`config.mk`:
```
export PLATFORM = sky130hd
export DESIGN_NAME = drc_top
export DESIGN_NICKNAME = d
export VERILOG_FILES = /design/src/shared/drc_pkg.sv /design/src/design/drc_clk_div.sv /design/src/design/drc_top.sv
export SDC_FILE = /design/constraint.sdc
export NUM_CORES = 1
export LEC_CHECK = 0
export ABC_AREA = 0
export ABC_CLOCK_PERIOD_IN_PS = 1200
export BUFFER_PORTS_ARGS = -buffer_cell sky130_fd_sc_hd__buf_2
export CAP_MARGIN = 20
export CORE_UTILIZATION = 41
export CTS_CLUSTER_SIZE = 12
export DETAILED_ROUTE_END_ITERATION = 12
export PLACE_DENSITY = 0.73
export SYNTH_ARGS = -nofsm -noshare
export SYNTH_HDL_FRONTEND = slang
export SYNTH_SLANG_ARGS = --single-unit
```
`constraint.sdc`:
```
create_clock -name clk_i -period 1.2 [get_ports clk_i]
set_clock_uncertainty 0.05 [all_clocks]
set_input_delay 0.06 -clock clk_i [delete_from_list [all_inputs] [get_ports clk_i]]
set_output_delay 0.06 -clock clk_i [all_outputs]
set_load 0.02 [all_outputs]
```
`src/shared/drc_pkg.sv`:
```
// What this block does
// RULE_01: Any cold reset pin resets whole subsystem.
// RULE_02: Global soft reset resets core, host, modules.
// RULE_03: Cleared interface bit resets interface modules.
// RULE_04: Cleared core enable holds non-interface modules reset.
// RULE_05: Clock source selectable: PLL or reference.
// RULE_06: Master clock divider, resets to divide-by-one.
// RULE_07: Master clock enable gates clock, set at reset.
// RULE_08: MMU clock divider, resets to divide-by-one.
// RULE_09: MMU gate bit stops MMU clock.
// RULE_10: Master clock reaches every DSP module.
// RULE_11: Host clears core enable before clock enable.
// RULE_12: Subsystem idle loses state through reset.
// RULE_13: Module-level idle keeps state, no reset.
// RULE_14: Idle domains independent; together form configuration.
// RULE_15: Clock changes never produce short pulses.
//
// Purpose: Constants for the DSP reset, clock and idle controller.
// Assumes: One system clock; clock outputs are one-cycle enables.
// Notes: Divider field holds log2 of the division ratio.
package drc_pkg;
   localparam int DIV_W = 2;
   localparam logic [DIV_W-1:0] DIV_RST = 2'h0;
   localparam int CNT_W = 3;
   localparam int DOM_N = 4;
   localparam logic [DOM_N-1:0] DOM_ACTIVE = 4'h0;
   localparam logic [CNT_W-1:0] CNT_ZERO = 3'h0;
endpackage

```
`src/design/drc_clk_div.sv`:
```
// Purpose: Glitch-free clock enable divider.
// Assumes: Ratio field is 2**div; changes apply only at period end.
// Notes: Shared by the master and MMU clock paths.
`timescale 1ns/1ps
module drc_clk_div (
   input wire logic clk_i,
   input wire logic rst_i,
   input wire logic [drc_pkg::DIV_W-1:0] div_i,
   input wire logic run_i,
   output logic tick_o
);
   import drc_pkg::*;

   logic [CNT_W-1:0] cnt;
   logic [CNT_W-1:0] next_cnt;
   logic [DIV_W-1:0] div_cur;
   logic [DIV_W-1:0] next_div_cur;
   logic next_tick;

   ////////////////////////////////////////////////////////////////
   // The counter steps on domain ticks only, so the ratio holds for either clock source.
   // A new ratio is taken only at a period boundary, so no pulse is cut short.
   always_comb begin
      next_cnt = cnt;
      next_div_cur = div_cur;
      next_tick = 1'b0;
      if (run_i) begin
         if (cnt == CNT_ZERO) begin // [RULE_15]
            next_div_cur = div_i;
            next_tick = 1'b1;
            next_cnt = CNT_W'((1 << div_i) - 1); // [RULE_06] [RULE_08]
         end else begin
            next_cnt = cnt - 1'b1;
         end
      end
   end

   // Registers only.
   always_ff @(posedge clk_i) begin
      if (rst_i) begin
         cnt <= CNT_ZERO;
         div_cur <= DIV_RST;
         tick_o <= 1'b0;
      end else begin
         cnt <= next_cnt;
         div_cur <= next_div_cur;
         tick_o <= next_tick;
      end
   end

   AST_TICK_SPACING: assert property (@(posedge clk_i) disable iff (rst_i) // [RULE_15]
      (tick_o && div_cur != DIV_RST) |=> !tick_o)
      else $error("Divided tick came too early.");
endmodule

```
`src/design/drc_top.sv`:
```
// Purpose: Reset, clock enable and idle control of the DSP subsystem.
// Assumes: Control bits come from host registers outside, as plain ports.
// Notes: Clocks are produced as enable pulses on clk_i, never gated clocks.
`timescale 1ns/1ps
module drc_top (
   input wire logic clk_i,
   input wire logic sys_rst_i,
   input wire logic power_on_reset_pin_i,
   input wire logic host_reset_pin_i,
   input wire logic rtc_power_reset_pin_i,
   input wire logic global_soft_reset_bit_i,
   input wire logic iface_run_bit_i,
   input wire logic core_enable_bit_i,
   input wire logic pll_source_sel_i,
   input wire logic pll_tick_i,
   input wire logic reference_clock_tick_i,
   input wire logic [drc_pkg::DIV_W-1:0] master_clock_divider_i,
   input wire logic master_clock_enable_i,
   input wire logic [drc_pkg::DIV_W-1:0] mmu_clock_divider_i,
   input wire logic mmu_clock_gate_bit_i,
   input wire logic [drc_pkg::DOM_N-1:0] idle_request_i,
   input wire logic idle_apply_i,
   output logic all_modules_rst_o,
   output logic host_rst_o,
   output logic iface_rst_o,
   output logic core_rst_o,
   output logic master_clock_o,
   output logic mmu_clock_o,
   output logic [drc_pkg::DOM_N-1:0] idle_config_o
);
   import drc_pkg::*;

   logic cold;
   logic dom_tick;
   logic m_tick;
   logic u_tick;
   logic next_all;
   logic next_host;
   logic next_iface;
   logic next_core;
   logic next_mclk;
   logic next_uclk;
   logic [DOM_N-1:0] next_idle;

   ////////////////////////////////////////////////////////////////
   // Any cold pin or the global soft reset clears every module.
   assign cold = power_on_reset_pin_i | host_reset_pin_i | rtc_power_reset_pin_i; // [RULE_01]

   // The domain clock follows either the PLL or its reference.
   assign dom_tick = pll_source_sel_i ? pll_tick_i : reference_clock_tick_i; // [RULE_05]

   // Divided master clock; held in its own domain reset by cold or soft reset.
   drc_clk_div u_mdiv (
      .clk_i(clk_i),
      .rst_i(sys_rst_i | next_all),
      .div_i(master_clock_divider_i), // [RULE_06]
      .run_i(dom_tick),
      .tick_o(m_tick)
   );

   // MMU divider shares the domain clock but has its own ratio.
   drc_clk_div u_udiv (
      .clk_i(clk_i),
      .rst_i(sys_rst_i | next_all),
      .div_i(mmu_clock_divider_i), // [RULE_08]
      .run_i(dom_tick),
      .tick_o(u_tick)
   );

   ////////////////////////////////////////////////////////////////
   // Reset and clock outputs. The enable gates whole divided pulses only.
   always_comb begin
      next_all = cold | global_soft_reset_bit_i; // [RULE_01] [RULE_02]
      next_host = global_soft_reset_bit_i; // [RULE_02]
      next_iface = next_all | ~iface_run_bit_i; // [RULE_03]
      next_core = next_all | ~core_enable_bit_i; // [RULE_04] [RULE_12]
      next_mclk = m_tick & master_clock_enable_i; // [RULE_07] [RULE_10] [RULE_15]
      next_uclk = u_tick & ~mmu_clock_gate_bit_i; // [RULE_09]
   end

   // Idle domains: each bit independent; core reset forces all active.
   // Module idle never resets, so state is kept across it.
   always_comb begin
      next_idle = idle_config_o;
      if (next_core) begin
         next_idle = DOM_ACTIVE; // [RULE_12]
      end else if (idle_apply_i) begin
         next_idle = idle_request_i; // [RULE_13] [RULE_14]
      end
   end

   // Registers only; reset asserts every reset but the host reset and clears both clock outputs.
   always_ff @(posedge clk_i) begin
      if (sys_rst_i) begin
         all_modules_rst_o <= 1'b1;
         host_rst_o <= 1'b0;
         iface_rst_o <= 1'b1;
         core_rst_o <= 1'b1;
         master_clock_o <= 1'b0;
         mmu_clock_o <= 1'b0;
         idle_config_o <= DOM_ACTIVE;
      end else begin
         all_modules_rst_o <= next_all;
         host_rst_o <= next_host;
         iface_rst_o <= next_iface;
         core_rst_o <= next_core;
         master_clock_o <= next_mclk;
         mmu_clock_o <= next_uclk;
         idle_config_o <= next_idle;
      end
   end

   ////////////////////////////////////////////////////////////////
   // Checks on the reset outputs. Each cause shows one cycle later and leaves with it,
   // since a reset that lingers would stall the core for no reason.

   // Any cold pin resets every module group.
   AST_COLD_RST: assert property (@(posedge clk_i) disable iff (sys_rst_i) // [RULE_01]
      cold |=> all_modules_rst_o && core_rst_o && iface_rst_o)
      else $error("Cold pin did not reset modules.");

   // Without a cold or soft cause the whole-subsystem reset drops.
   AST_ALL_FREE: assert property (@(posedge clk_i) disable iff (sys_rst_i) // [RULE_01]
      !next_all |=> !all_modules_rst_o)
      else $error("Subsystem reset stayed without a cause.");

   // The whole-subsystem reset always carries the interface and core resets.
   AST_RST_NEST: assert property (@(posedge clk_i) disable iff (sys_rst_i) // [RULE_01]
      all_modules_rst_o |-> core_rst_o && iface_rst_o)
      else $error("Subsystem reset without its parts.");

   // A subsystem in reset sees no clock pulse after its first reset cycle, so nothing runs half reset.
   AST_RST_CLK: assert property (@(posedge clk_i) disable iff (sys_rst_i) // [RULE_01]
      all_modules_rst_o |=> !master_clock_o && !mmu_clock_o)
      else $error("Clock pulse during subsystem reset.");

   // The global soft reset reaches the host and all modules.
   AST_SOFT_RST: assert property (@(posedge clk_i) disable iff (sys_rst_i) // [RULE_02]
      global_soft_reset_bit_i |=> host_rst_o && all_modules_rst_o)
      else $error("Soft reset missed.");

   // The host reset follows the soft reset bit alone.
   AST_HOST_FREE: assert property (@(posedge clk_i) disable iff (sys_rst_i) // [RULE_02]
      !global_soft_reset_bit_i |=> !host_rst_o)
      else $error("Host reset without soft reset.");

   // A cleared interface bit resets the interface modules.
   AST_IFACE_RST: assert property (@(posedge clk_i) disable iff (sys_rst_i) // [RULE_03]
      !iface_run_bit_i |=> iface_rst_o)
      else $error("Interface reset missed.");

   // A set interface bit with no wider cause lets the interface modules run.
   AST_IFACE_FREE: assert property (@(posedge clk_i) disable iff (sys_rst_i) // [RULE_03]
      (iface_run_bit_i && !next_all) |=> !iface_rst_o)
      else $error("Interface reset without a cause.");

   // A cleared core enable holds the core but leaves the interface alone.
   AST_CORE_RST: assert property (@(posedge clk_i) disable iff (sys_rst_i) // [RULE_04]
      (!core_enable_bit_i && iface_run_bit_i && !next_all) |=> core_rst_o && !iface_rst_o)
      else $error("Core reset wrong.");

   // A set core enable with no wider cause releases the core.
   AST_CORE_FREE: assert property (@(posedge clk_i) disable iff (sys_rst_i) // [RULE_04]
      (core_enable_bit_i && !next_all) |=> !core_rst_o)
      else $error("Core reset without a cause.");

   ////////////////////////////////////////////////////////////////
   // Checks on the clock pulses. Every pulse must trace back to its own divider.

   // A master pulse only follows a divided tick.
   AST_MCLK_SRC: assert property (@(posedge clk_i) disable iff (sys_rst_i) // [RULE_06]
      master_clock_o |-> $past(m_tick))
      else $error("Master pulse without a divided tick.");

   // An enabled divided tick always reaches the modules.
   AST_MCLK_RUN: assert property (@(posedge clk_i) disable iff (sys_rst_i) // [RULE_10]
      (m_tick && master_clock_enable_i) |=> master_clock_o)
      else $error("Master pulse lost.");

   // A cleared enable stops the master clock.
   AST_MCLK_OFF: assert property (@(posedge clk_i) disable iff (sys_rst_i) // [RULE_07]
      !master_clock_enable_i |=> !master_clock_o)
      else $error("Master clock ran while disabled.");

   // An MMU pulse only follows its own divided tick.
   AST_UCLK_SRC: assert property (@(posedge clk_i) disable iff (sys_rst_i) // [RULE_08]
      mmu_clock_o |-> $past(u_tick))
      else $error("MMU pulse without a divided tick.");

   // An ungated divided tick always reaches the MMU.
   AST_UCLK_RUN: assert property (@(posedge clk_i) disable iff (sys_rst_i) // [RULE_08]
      (u_tick && !mmu_clock_gate_bit_i) |=> mmu_clock_o)
      else $error("MMU pulse lost.");

   // The gate bit stops the MMU clock.
   AST_MMU_GATE: assert property (@(posedge clk_i) disable iff (sys_rst_i) // [RULE_09]
      mmu_clock_gate_bit_i |=> !mmu_clock_o)
      else $error("MMU clock ran while gated.");

   ////////////////////////////////////////////////////////////////
   // Checks on the idle domains. Subsystem idle loses them; module idle keeps state.

   // Under core reset every domain is active.
   AST_IDLE_RST: assert property (@(posedge clk_i) disable iff (sys_rst_i) // [RULE_12]
      core_rst_o |-> idle_config_o == DOM_ACTIVE)
      else $error("Idle domains not active under reset.");

   // A request made while the core is held is refused.
   AST_IDLE_REFUSE: assert property (@(posedge clk_i) disable iff (sys_rst_i) // [RULE_12]
      (next_core && idle_apply_i) |=> idle_config_o == DOM_ACTIVE)
      else $error("Idle request taken during core reset.");

   // An applied request becomes the current configuration.
   AST_IDLE_KEEP: assert property (@(posedge clk_i) disable iff (sys_rst_i) // [RULE_14]
      (!next_core && idle_apply_i) |=> idle_config_o == $past(idle_request_i))
      else $error("Idle configuration not applied.");

   // Module idle never resets anything, so the core keeps its state.
   AST_IDLE_NO_RST: assert property (@(posedge clk_i) disable iff (sys_rst_i) // [RULE_13]
      (!next_core && idle_apply_i) |=> !core_rst_o && !all_modules_rst_o)
      else $error("Module idle caused a reset.");

   // Each domain holds its state on its own until the next apply or core reset.
   for (genvar g = 0; g < DOM_N; g++) begin : g_dom
      AST_IDLE_HOLD: assert property (@(posedge clk_i) disable iff (sys_rst_i) // [RULE_13]
         (!next_core && !idle_apply_i) |=> $stable(idle_config_o[g]))
         else $error("Idle domain changed without a request.");
   end
endmodule

```
==> impl_results.md, run 1 <==
- Site Rows: 15
- Final hold violation count: 1
- WS Path Type: flop to flop
- Most frequent cells after synthesis: dfxtp_1 (18), inv_1 (7), mux2i_1 (5), nand2_1 (5), nor2_1 (5)
- Mean Syn Cell Area: a little under 10 µm²
- Fin nets: 154
- Antenna-violating nets left: 0
- FF+latch count, synth: 18
- Yosys warning total: 0
- Total grt overflow: 0
- Post-synth top flop: dfxtp_1
- CP Data Arrival Time: about 1.4 ns
- Register area: about 370 µm²
- Design area: around 0.0012 mm²
- Tcrit/Tclk final: 98.4%
- Post-synth top area share: about 47%
- Layout filler cell count: between 100 and 150
- Crit start category: flop
- Die H: about 45 µm
- H-tree depth: 1
- Failing checks: hold timing
- Ranking of synthesized cells by area: dfxtp_1 (47%), ha_1 (6.6%), mux2i_1 (6.6%)
- Initial Util: between 40% and 50%
- Longest Clk Path Bufs: 2
- Syn Nets: 104
- Status: finished with violations
- CTS buffer count: 3
- Leak: slightly above 0.5 nW
- # setup viols final: 0
- Clock sinks: 18
- Hold path depth: 3
- Num ports: 32
- Drt drc: 0
- Clock latency on the worst-skew pair: around 0.29 ns
- DPL Wire Length: about 1100 µm
- Dpl ws: -0.0635 ns
- Post-Route WL: between 1500 and 2000 µm
- Ys async rst share: 0%
- First drt pass iteration count: 4
- Drt wl/cell: between 10 and 15 µm
- Multi-input gate area: approximately 400 µm²
- Hold Path Class: primary input to flop
- Util after Layout: around two thirds
- Core Area: approximately 0.0017 mm²
- CTS clk-pin slew, worst paths: approximately 0.1 ns
- Leading cell type by number of instances after synthesis: dfxtp_1
- Die Wd: ~45 µm
- Max Freq: ~0.85 GHz
- Slowest CP cell: dfxtp_2
- Mapped cell area: approximately 760 µm²
- DR vias: a little over 700
- GRT Total Usage: between 10% and 20%
- Slew Limit Fails: 0
- Rel. slew slack: between 80% and 90%
- Final setup margin: around 0.019 ns
- Final Power: about 1.1 mW
- First-pass GRT wire length: between 2000 and 3000 µm
- Maximum vdd drop: slightly above 0.5 mV
- Vias in the first global route: 706
- Pwr dens: between 900 and 1000 mW/mm²
- Via density: ~4.7
- Largest net degree at the start of global routing: 11
- Worst-Margin Slew: between 0.2 and 0.3 ns
- Post-synthesis sequential area ratio: between 40% and 50%
- Die Area: 0.00203 mm²
- N_diodes: 0
- Post-synth top area cell: dfxtp_1
- RSZ-0062 raised after global routing: yes
- Max Cap Violations: 0
- Crit end category: flop
- Initial DRC count: 17
- Worst Path Required: 1.37 ns
- Routability cong.: a little under 0.8
- DP Area: 972 µm²
- Distinct cells, synth: 22
- Slowest stage delay, CP: between 0.3 and 0.4 ns
- Root buffer cell: clkbuf_4
- CP max FO: 5
- EDFF count, synth: 0
- Post-Synthesis Cells: 78
- Hold WS: -0.0386 ns
- CTS tree: done
- Tmin final: roughly 1.2 ns
- Synth-to-Final Area Change: 51.9%
- Port buffer count: 31
- Crit path cell chain: inv_2, ha_4, nand2b_1, a211o_1, a21oi_2
- Reg2reg path depth: 5
- Fraction of layout cells with a size suffix above 1: between 40% and 50%
- Initial antenna violation count: 0
## where the power goes
group	leakage, nW	total [mW]	internal (mW)	switching (mW)
Combinational	0.344	0.148	0.0848	0.0636
Sequential	0.148	0.605	0.603	0.00186
Clock	0.0210	0.368	0.185	0.183
## cell type report
cell class / instances / share of cell area (%)
Clock buffer: 4 / 3.14
Inverter: 7 / 2.27
Multi-Input combinational cell: 52 / 34.8
Sequential cell: 18 / 31.6
Tap cell: 25 / 2.70
Timing Repair Buffer: 46 / 25.5
## cells by family after synthesis
| logic type | Yosys count | synth area share, % |
|---|---|---|
| AND/OR/NAND/NOR | 30 | 22.8 |
| buffers and inverters | 8 | 3.94 |
| multiplexers | 6 | 8.54 |
| flip-flops | 18 | 47.3 |
| adder cells (fa/ha/maj) | 4 | 6.57 |
| AO/OA/AOI/OAI | 12 | 10.8 |
## path summary, 6_finish.rpt
path / slack (ns) / start / to
worst max-delay path: 0.02 / u_udiv.cnt[0] / u_udiv.cnt[1]
worst min register to register: 0.37 / u_mdiv.tick_o / master_clock_o
worst min-delay path: -0.04 / power_on_reset_pin_i / iface_rst_o
worst max register to register: 0.02 / u_udiv.cnt[0] / u_udiv.cnt[1]
## repair_timing
item | 4_1_cts | 5_1_grt
endpoints found under the hold margin | 8 | 2
pin swaps | 4 | 4
hold buffers | 11 | 2
buffers inserted | 0 | 1
setup endpoints to repair | 3 | 7
gates resized for setup | 10 | 2
cloned | 0 | 0
## cells in the final DEF, fill, tap and decap left out
master,n
buf_2,31
dfxtp_1,14
dlygate4sd3_1,11
nand2_1,5
nor2_1,5
mux2i_1,5
inv_2,4
nand3_1,4
and3_1,4
buf_4,4
dfxtp_2,4
nor3b_1,3
inv_1,3
nor2b_1,3
clkbuf_4,3
o21ai_0,2
a211oi_1,2
nand2b_1,2
nor3_1,2
a211o_1,2
o2111ai_1,2
a31oi_1,2
ha_4,2
nor4_4,1
mux2_4,1
nand2_2,1
a21oi_2,1
a21oi_1,1
ha_1,1
ha_2,1
clkbuf_8,1
## metrics by stage
stage                      TNS, ns  instances
after floorplan                  0         78
after global placement    -0.00239        136
final                            0        152
after detailed placement    -0.123        136
after CTS                        0        151
after global routing        -0.179        152
## critical path: cells and delay by family, from the launching register on
family,cells,cell delay [ns]
AO/OA/AOI/OAI,2,0.43
adder cells (fa/ha/maj),1,0.15
buffers and inverters,1,0.07
flip-flops,1,0.34
AND/OR/NAND/NOR,1,0.08
## registers in the layout, indices dropped and copies added, names as in the netlist
| signal | flops |
|---|---|
| host_rst_o | 1 |
| mmu_clock_o | 1 |
| u_mdiv.tick_o | 1 |
| u_udiv.cnt | 3 |
| all_modules_rst_o | 1 |
| master_clock_o | 1 |
| u_mdiv.cnt | 3 |
| idle_config_o | 4 |
| iface_rst_o | 1 |
| u_udiv.tick_o | 1 |
| core_rst_o | 1 |
## per-layer routing
metal / part of all wire [%] / global-route usage [%] / vias up
met3: 7.2 / 4.40 / 2
met5: 0 / 0 / -
met2: 52 / 37.4 / 29
li1: - / - / 370
met1: 40 / 18.5 / 310
met4: 0.35 / 5.45 / 0
No activity file was read; power rests on OpenSTA's default activity.
==> inputs of run 2 (changes only) <==
Settings changed: ABC_CLOCK_PERIOD_IN_PS 1200 to 1000, CAP_MARGIN 20 to not set.
Clock period 1.2 ns to 1 ns, I/O delays scaled along.
==> run 2 against run 1 <==
Clock-buffer cell count did not move. Largest power group unchanged. Critical path depth unchanged. Power grew 20%. Flip-flop and latch count did not move. Sequential power rose by 20%. Global-route usage down 1.0 points. Via count grew 3.1%. Utilization rose by 2.0 points. Highest routed layer unchanged. Design area up 3.0%. The run ends with hold timing, setup timing left.
==> impl_results.md, run 2 (synthesis gave the netlist of run 1 again) <==
- Max Cap Violations: 0
- GRT Total Usage: 17.7%
- Final hold violation count: 1
- Final Power: between 1 and 1.5 mW
- Dpl ws: -0.138 ns
- Pwr dens: about 1100 mW/mm²
- Hold WS: -0.0472 ns
- Die H: ~45 µm
- Hold path depth: 3
- Most common cell after layout, fill and taps aside: buf_2
- DR vias: between 700 and 800
- H-tree depth: 1
- Worst Hold Launch: power_on_reset_pin_i
- Fraction of layout cells with a size suffix above 1: 48.0%
- Clock latency on the worst-skew pair: slightly below 0.3 ns
- Multi-input gate area: 437 µm²
- Fin nets: between 150 and 200
- WS Path Type: flop to flop
- Die Wd: around 45 µm
- CTS buffer count: 3
- CTS tree: done
- Die Area: roughly 0.002 mm²
- DP Area: about 0.001 mm²
- Reg2reg path depth: 5
- CP max FO: 5
- Slowest stage delay, CP: between 0.3 and 0.4 ns
- Antenna-violating nets left: 0
- Total grt overflow: 0
- First drt pass iteration count: 4
- Buf/Inv on CP: 1
- Crit start category: flop
- Largest Register: idle_config_o
- Status: finished with violations
- R2r setup slk: -0.19 ns
- Clock sinks: 18
- Drt wl/cell: roughly 11 µm
- Port buffer count: 31
- CTS clk-pin slew, worst paths: 0.10 ns
- Initial DRC count: 13
- WHS Endpoint: iface_rst_o
- Via density: 4.82
- Longest Clk Path Bufs: 2
- Tmin final: 1.19 ns
- Post-Route WL: around 1700 µm
- Site Rows: 15
- First-pass GRT wire length: roughly 2500 µm
- Leak: between 0.5 and 0.6 nW
- N_diodes: 0
- Synth-to-Final Area Change: 56.5%
- RR Endpoint: u_mdiv.cnt[1]
- Failing checks: hold timing, setup timing
- Initial Util: between 40% and 50%
- Max Freq: around 0.84 GHz
- Design area: 0.00119 mm²
- Root buffer cell: clkbuf_4
- Num ports: 32
- Max reg flops: 4
- Worst r2r src: u_mdiv.cnt[1]
- Hold Path Class: primary input to flop
- Routability cong.: about 0.74
- RSZ-0062 raised after global routing: yes
- Worst-Margin Slew: around 0.27 ns
- DPL Wire Length: 1090 µm
- Slew Limit Fails: 0
- Crit path cell chain: inv_2, ha_4, nor3b_1, a211o_1, a21oi_2
- CP Data Arrival Time: 1.36 ns
- Register area: between 300 and 400 µm²
- Largest regs: idle_config_o (4), u_mdiv.cnt (3), u_udiv.cnt (3)
- Final setup margin: -0.192 ns
- Rel. slew slack: around 82%
- Worst Path Required: ~1.2 ns
- Largest net degree at the start of global routing: 11
- Top delay family on crit path: compound AO/OA/AOI/OAI gates
- Fin cells: about 150
- Tcrit/Tclk final: 119%
- # setup viols final: 7
- Initial antenna violation count: 0
- Drt drc: 0
- Most frequent cells in the layout: buf_2 (31), dfxtp_1 (14), dlygate4sd3_1 (10)
- Vias in the first global route: approximately 620
- Crit end category: flop
- Placed insts: 136
- Core Area: between 0.0015 and 0.002 mm²
- Slowest CP cell: dfxtp_2
- Layout filler cell count: ~150
- Maximum vdd drop: 0.843 mV
## run 2: metal layers
metal  global-route usage, %  vias up  wire length, µm
li1                        -      371                -
met5                       0        -                0
met1                    22.5      328              753
met4                    10.9        0               36
met2                    27.2       30              804
met3                    3.60        4               85
## run 2: worst max path at each step
stage	start	to	slack (ns)	depth (start not counted)
after global routing	u_mdiv.cnt[0]	u_mdiv.cnt[1]	-0.22	5
final	u_mdiv.cnt[1]	u_mdiv.cnt[1]	-0.19	5
after CTS	u_mdiv.cnt[0]	u_mdiv.cnt[1]	-0.16	5
after floorplan	u_mdiv.cnt[0]	u_mdiv.cnt[1]	-0.09	5
after global placement	u_mdiv.cnt[0]	u_mdiv.cnt[1]	-0.11	5
after detailed placement	u_mdiv.cnt[0]	u_mdiv.cnt[1]	-0.14	5
## run 2: metrics by stage
| step | TNS [ns] | util (%) | hold WS, ns |
|---|---|---|---|
| floorplan | -0.219 | - | 0.0715 |
| global placement | -0.453 | 58.6 | 0.166 |
| detailed placement | -0.659 | 58.6 | 0.166 |
| CTS | -0.630 | 66.9 | -0.0657 |
| global route | -1.17 | 69.1 | -0.0330 |
| finish | -0.682 | 69.1 | -0.0472 |
## run 2: area by class of cell
type                       count  area share [%]
inverter                       7            2.20
timing repair buffer          46            24.9
sequential                    18            30.6
tap                           25            2.62
multi-input combinational     52            36.6
clock buffer                   4            3.04
## run 2: worst min-delay path, stage by stage
cell	delay, ns
buf_2	0.10
nor4_4	0.05
nand3_1	0.07
## run 2: report_power, final
part           switching, mW  internal [mW]
clock                  0.211          0.222
combinational         0.0798          0.105
sequential           0.00219          0.723
## run 2: repair_timing
item                                   in CTS  in global routing
setup endpoints to repair                   7                  8
resized for setup                           2                  5
pin swaps                                   3                  1
endpoints found under the hold margin       8                  3
buffers inserted                            1                  1
hold buffers                                9                  1
==> inputs of run 3 (changes only) <==
Settings changed: MAX_ROUTING_LAYER set to met4, REMOVE_ABC_BUFFERS set to 1, SLEW_MARGIN set to 20.
==> run 3 against run 2 <==
The run ends with setup timing left. Design area up 8.2%. Cell count up 4.6%. Critical path depth unchanged. Die area unchanged. Global-route usage up 3.1 points. Critical endpoint unchanged. Flip-flop and latch count unchanged. Routed wire length up 18%.
==> impl_results.md, run 3 (synthesis gave the netlist of run 1 again) <==
- Status: finished with violations
- Failing checks: setup timing
- Die Area: just over 0.002 mm²
- Largest Register: idle_config_o
- Clock latency on the worst-skew pair: approximately 0.30 ns
- Pwr dens: around 1100 mW/mm²
- N_diodes: 0
- Slowest CP cell: dfxtp_2
- Most common cell after layout, fill and taps aside: buf_2
- Synth-to-Final Area Change: 69.3%
- # setup viols final: 7
- Clock network power share: between 30% and 40%
- Vias in the first global route: approximately 730
- Drt drc: 0
- R2r setup slk: -0.20 ns
- CP max FO: 5
- WHS Endpoint: core_rst_o
- Most frequent cells in the layout: buf_2 (31), dfxtp_1 (14), dlygate4sd3_1 (10), buf_4 (7)
- WS Path Type: flop to flop
- Longest Clk Path Bufs: 2
- Clock sinks: 18
- Pint: between 1 and 1.5 mW
- Worst-Margin Slew: approximately 0.34 ns
- Slew Limit Fails: 0
- Initial DRC count: 5
- Die Wd: about 45 µm
- Largest regs: idle_config_o (4), u_mdiv.cnt (3), u_udiv.cnt (3)
- RR Endpoint: u_mdiv.cnt[1]
- Crit path cell chain: inv_2, ha_4, nor3b_1, a211o_1, a21oi_2
- Tcrit/Tclk final: 120%
- Register area: about 370 µm²
- Maximum vdd drop: 0.626 mV
- Layout filler cell count: ~130
- Fraction of layout cells with a size suffix above 1: roughly half
- Worst Path Required: about 1.2 ns
- Max reg flops: 4
- Sw frac: 23.6%
- Antenna-violating nets left: 0
- Reg2reg path depth: 5
- Post-Route WL: between 1500 and 2000 µm
- Final setup margin: -0.198 ns
- Drt wl/cell: about 13 µm
- Leak: between 0.5 and 0.6 nW
- Hold WS: between 0.01 and 0.015 ns
- Max Cap Violations: 0
- Routability cong.: just under 0.8
- Tmin final: around 1.2 ns
- Site Rows: 15
- First drt pass iteration count: 4
- CTS buffer count: 3
- Via density: roughly 4.8
- Initial antenna violation count: 0
- Total grt overflow: 0
- Combinational share of power: between 10% and 20%
- Max Freq: approximately 0.84 GHz
- Hold path depth: 2
- CP Data Arrival Time: 1.38 ns
- Crit end category: flop
- Fin nets: between 150 and 200
- DPL Wire Length: around 1200 µm
- H-tree depth: 1
- Sequential power share: a little over half
- DR vias: just under 800
- Final hold violation count: 0
- Core Area: between 0.0015 and 0.002 mm²
- Crit start category: flop
- Initial Util: approximately 44%
- Hold Path Class: primary input to flop
- Root buffer cell: clkbuf_4
- Dpl ws: -0.266 ns
- Rel. slew slack: between 70 and 80%
- Worst r2r src: u_mdiv.cnt[0]
- Die H: approximately 45 µm
- Final setup TNS: -0.942 ns
- First-pass GRT wire length: approximately 3000 µm
- Multi-input gate area: ~470 µm²
- Slowest stage delay, CP: 0.35 ns
- Port buffer count: 31
- Num ports: 32
- GRT Total Usage: between 20% and 30%
- Sw power: approximately 0.33 mW
- Final Power: ~1.4 mW
- Largest net degree at the start of global routing: 11
- CTS clk-pin slew, worst paths: approximately 0.11 ns
- Worst Hold Launch: core_enable_bit_i
- RSZ-0062 raised after global routing: yes
- CTS tree: done
-- run 3: worst max-delay path by stage --
stage,from,endpoint,slack (ns)
2_1_floorplan,u_mdiv.cnt[0],u_mdiv.cnt[1],-0.22
3_3_place_gp,u_mdiv.cnt[0],u_mdiv.cnt[1],-0.23
3_5_place_dp,u_udiv.cnt[0],u_udiv.cnt[1],-0.27
4_1_cts,u_udiv.cnt[1],u_udiv.cnt[1],-0.16
5_1_grt,u_mdiv.cnt[1],u_mdiv.cnt[1],-0.23
6_report,u_mdiv.cnt[0],u_mdiv.cnt[1],-0.20
-- run 3: cell type report --
type                            instances  area share, %
Sequential cell                        18           28.3
Timing Repair Buffer                   53           28.2
Inverter                                7           2.04
Tap cell                               25           2.42
Multi-Input combinational cell         52           36.2
Clock buffer                            4           2.81
-- run 3: through the flow --
stage                     util, %  instance area (µm²)  std cells
after detailed placement     59.1                 1020        143
after CTS                    73.2                 1260        159
after floorplan                 -                  758         77
after global routing         74.7                 1290        159
final                        74.7                 1290        159
after global placement       59.1                 1020        143
-- run 3: critical path, delay by kind of cell (launching register included) --
family                   cells  cell delay [ns]
AND/OR/NAND/NOR              1             0.14
AO/OA/AOI/OAI                2             0.36
adder cells (fa/ha/maj)      1             0.18
buffers and inverters        1             0.05
flip-flops                   1             0.35
-- run 3: repair_timing --
item / in CTS / in global routing
buffers inserted: 2 / 0
cloned: 0 / 0
endpoints found under the setup margin: 8 / 9
pin swaps: 12 / 6
hold buffers: 10 / 0
gates resized for setup: 25 / 6
endpoints found under the hold margin: 8 / 0
-- run 3: layer usage --
metal  vias to the layer above  wire length [µm]  part of all wire (%)  track usage (%)
met5                         -                 0                     0                -
met4                         0                19                  0.96             7.27
met3                         3                95                   4.8             3.60
met2                        28              1050                    53             40.6
met1                       352               823                    41             20.0
li1                        386                 -                     -                -
-- run 3: power by group through the flow --
stage	Sequential, mW	Combinational (mW)	Clock (mW)
6_report	0.726	0.196	0.459
5_1_grt	0.727	0.211	0.503
3_3_place_gp	0.742	0.141	0
3_5_place_dp	0.742	0.145	0
2_1_floorplan	0.748	0.0578	0
4_1_cts	0.726	0.186	0.469
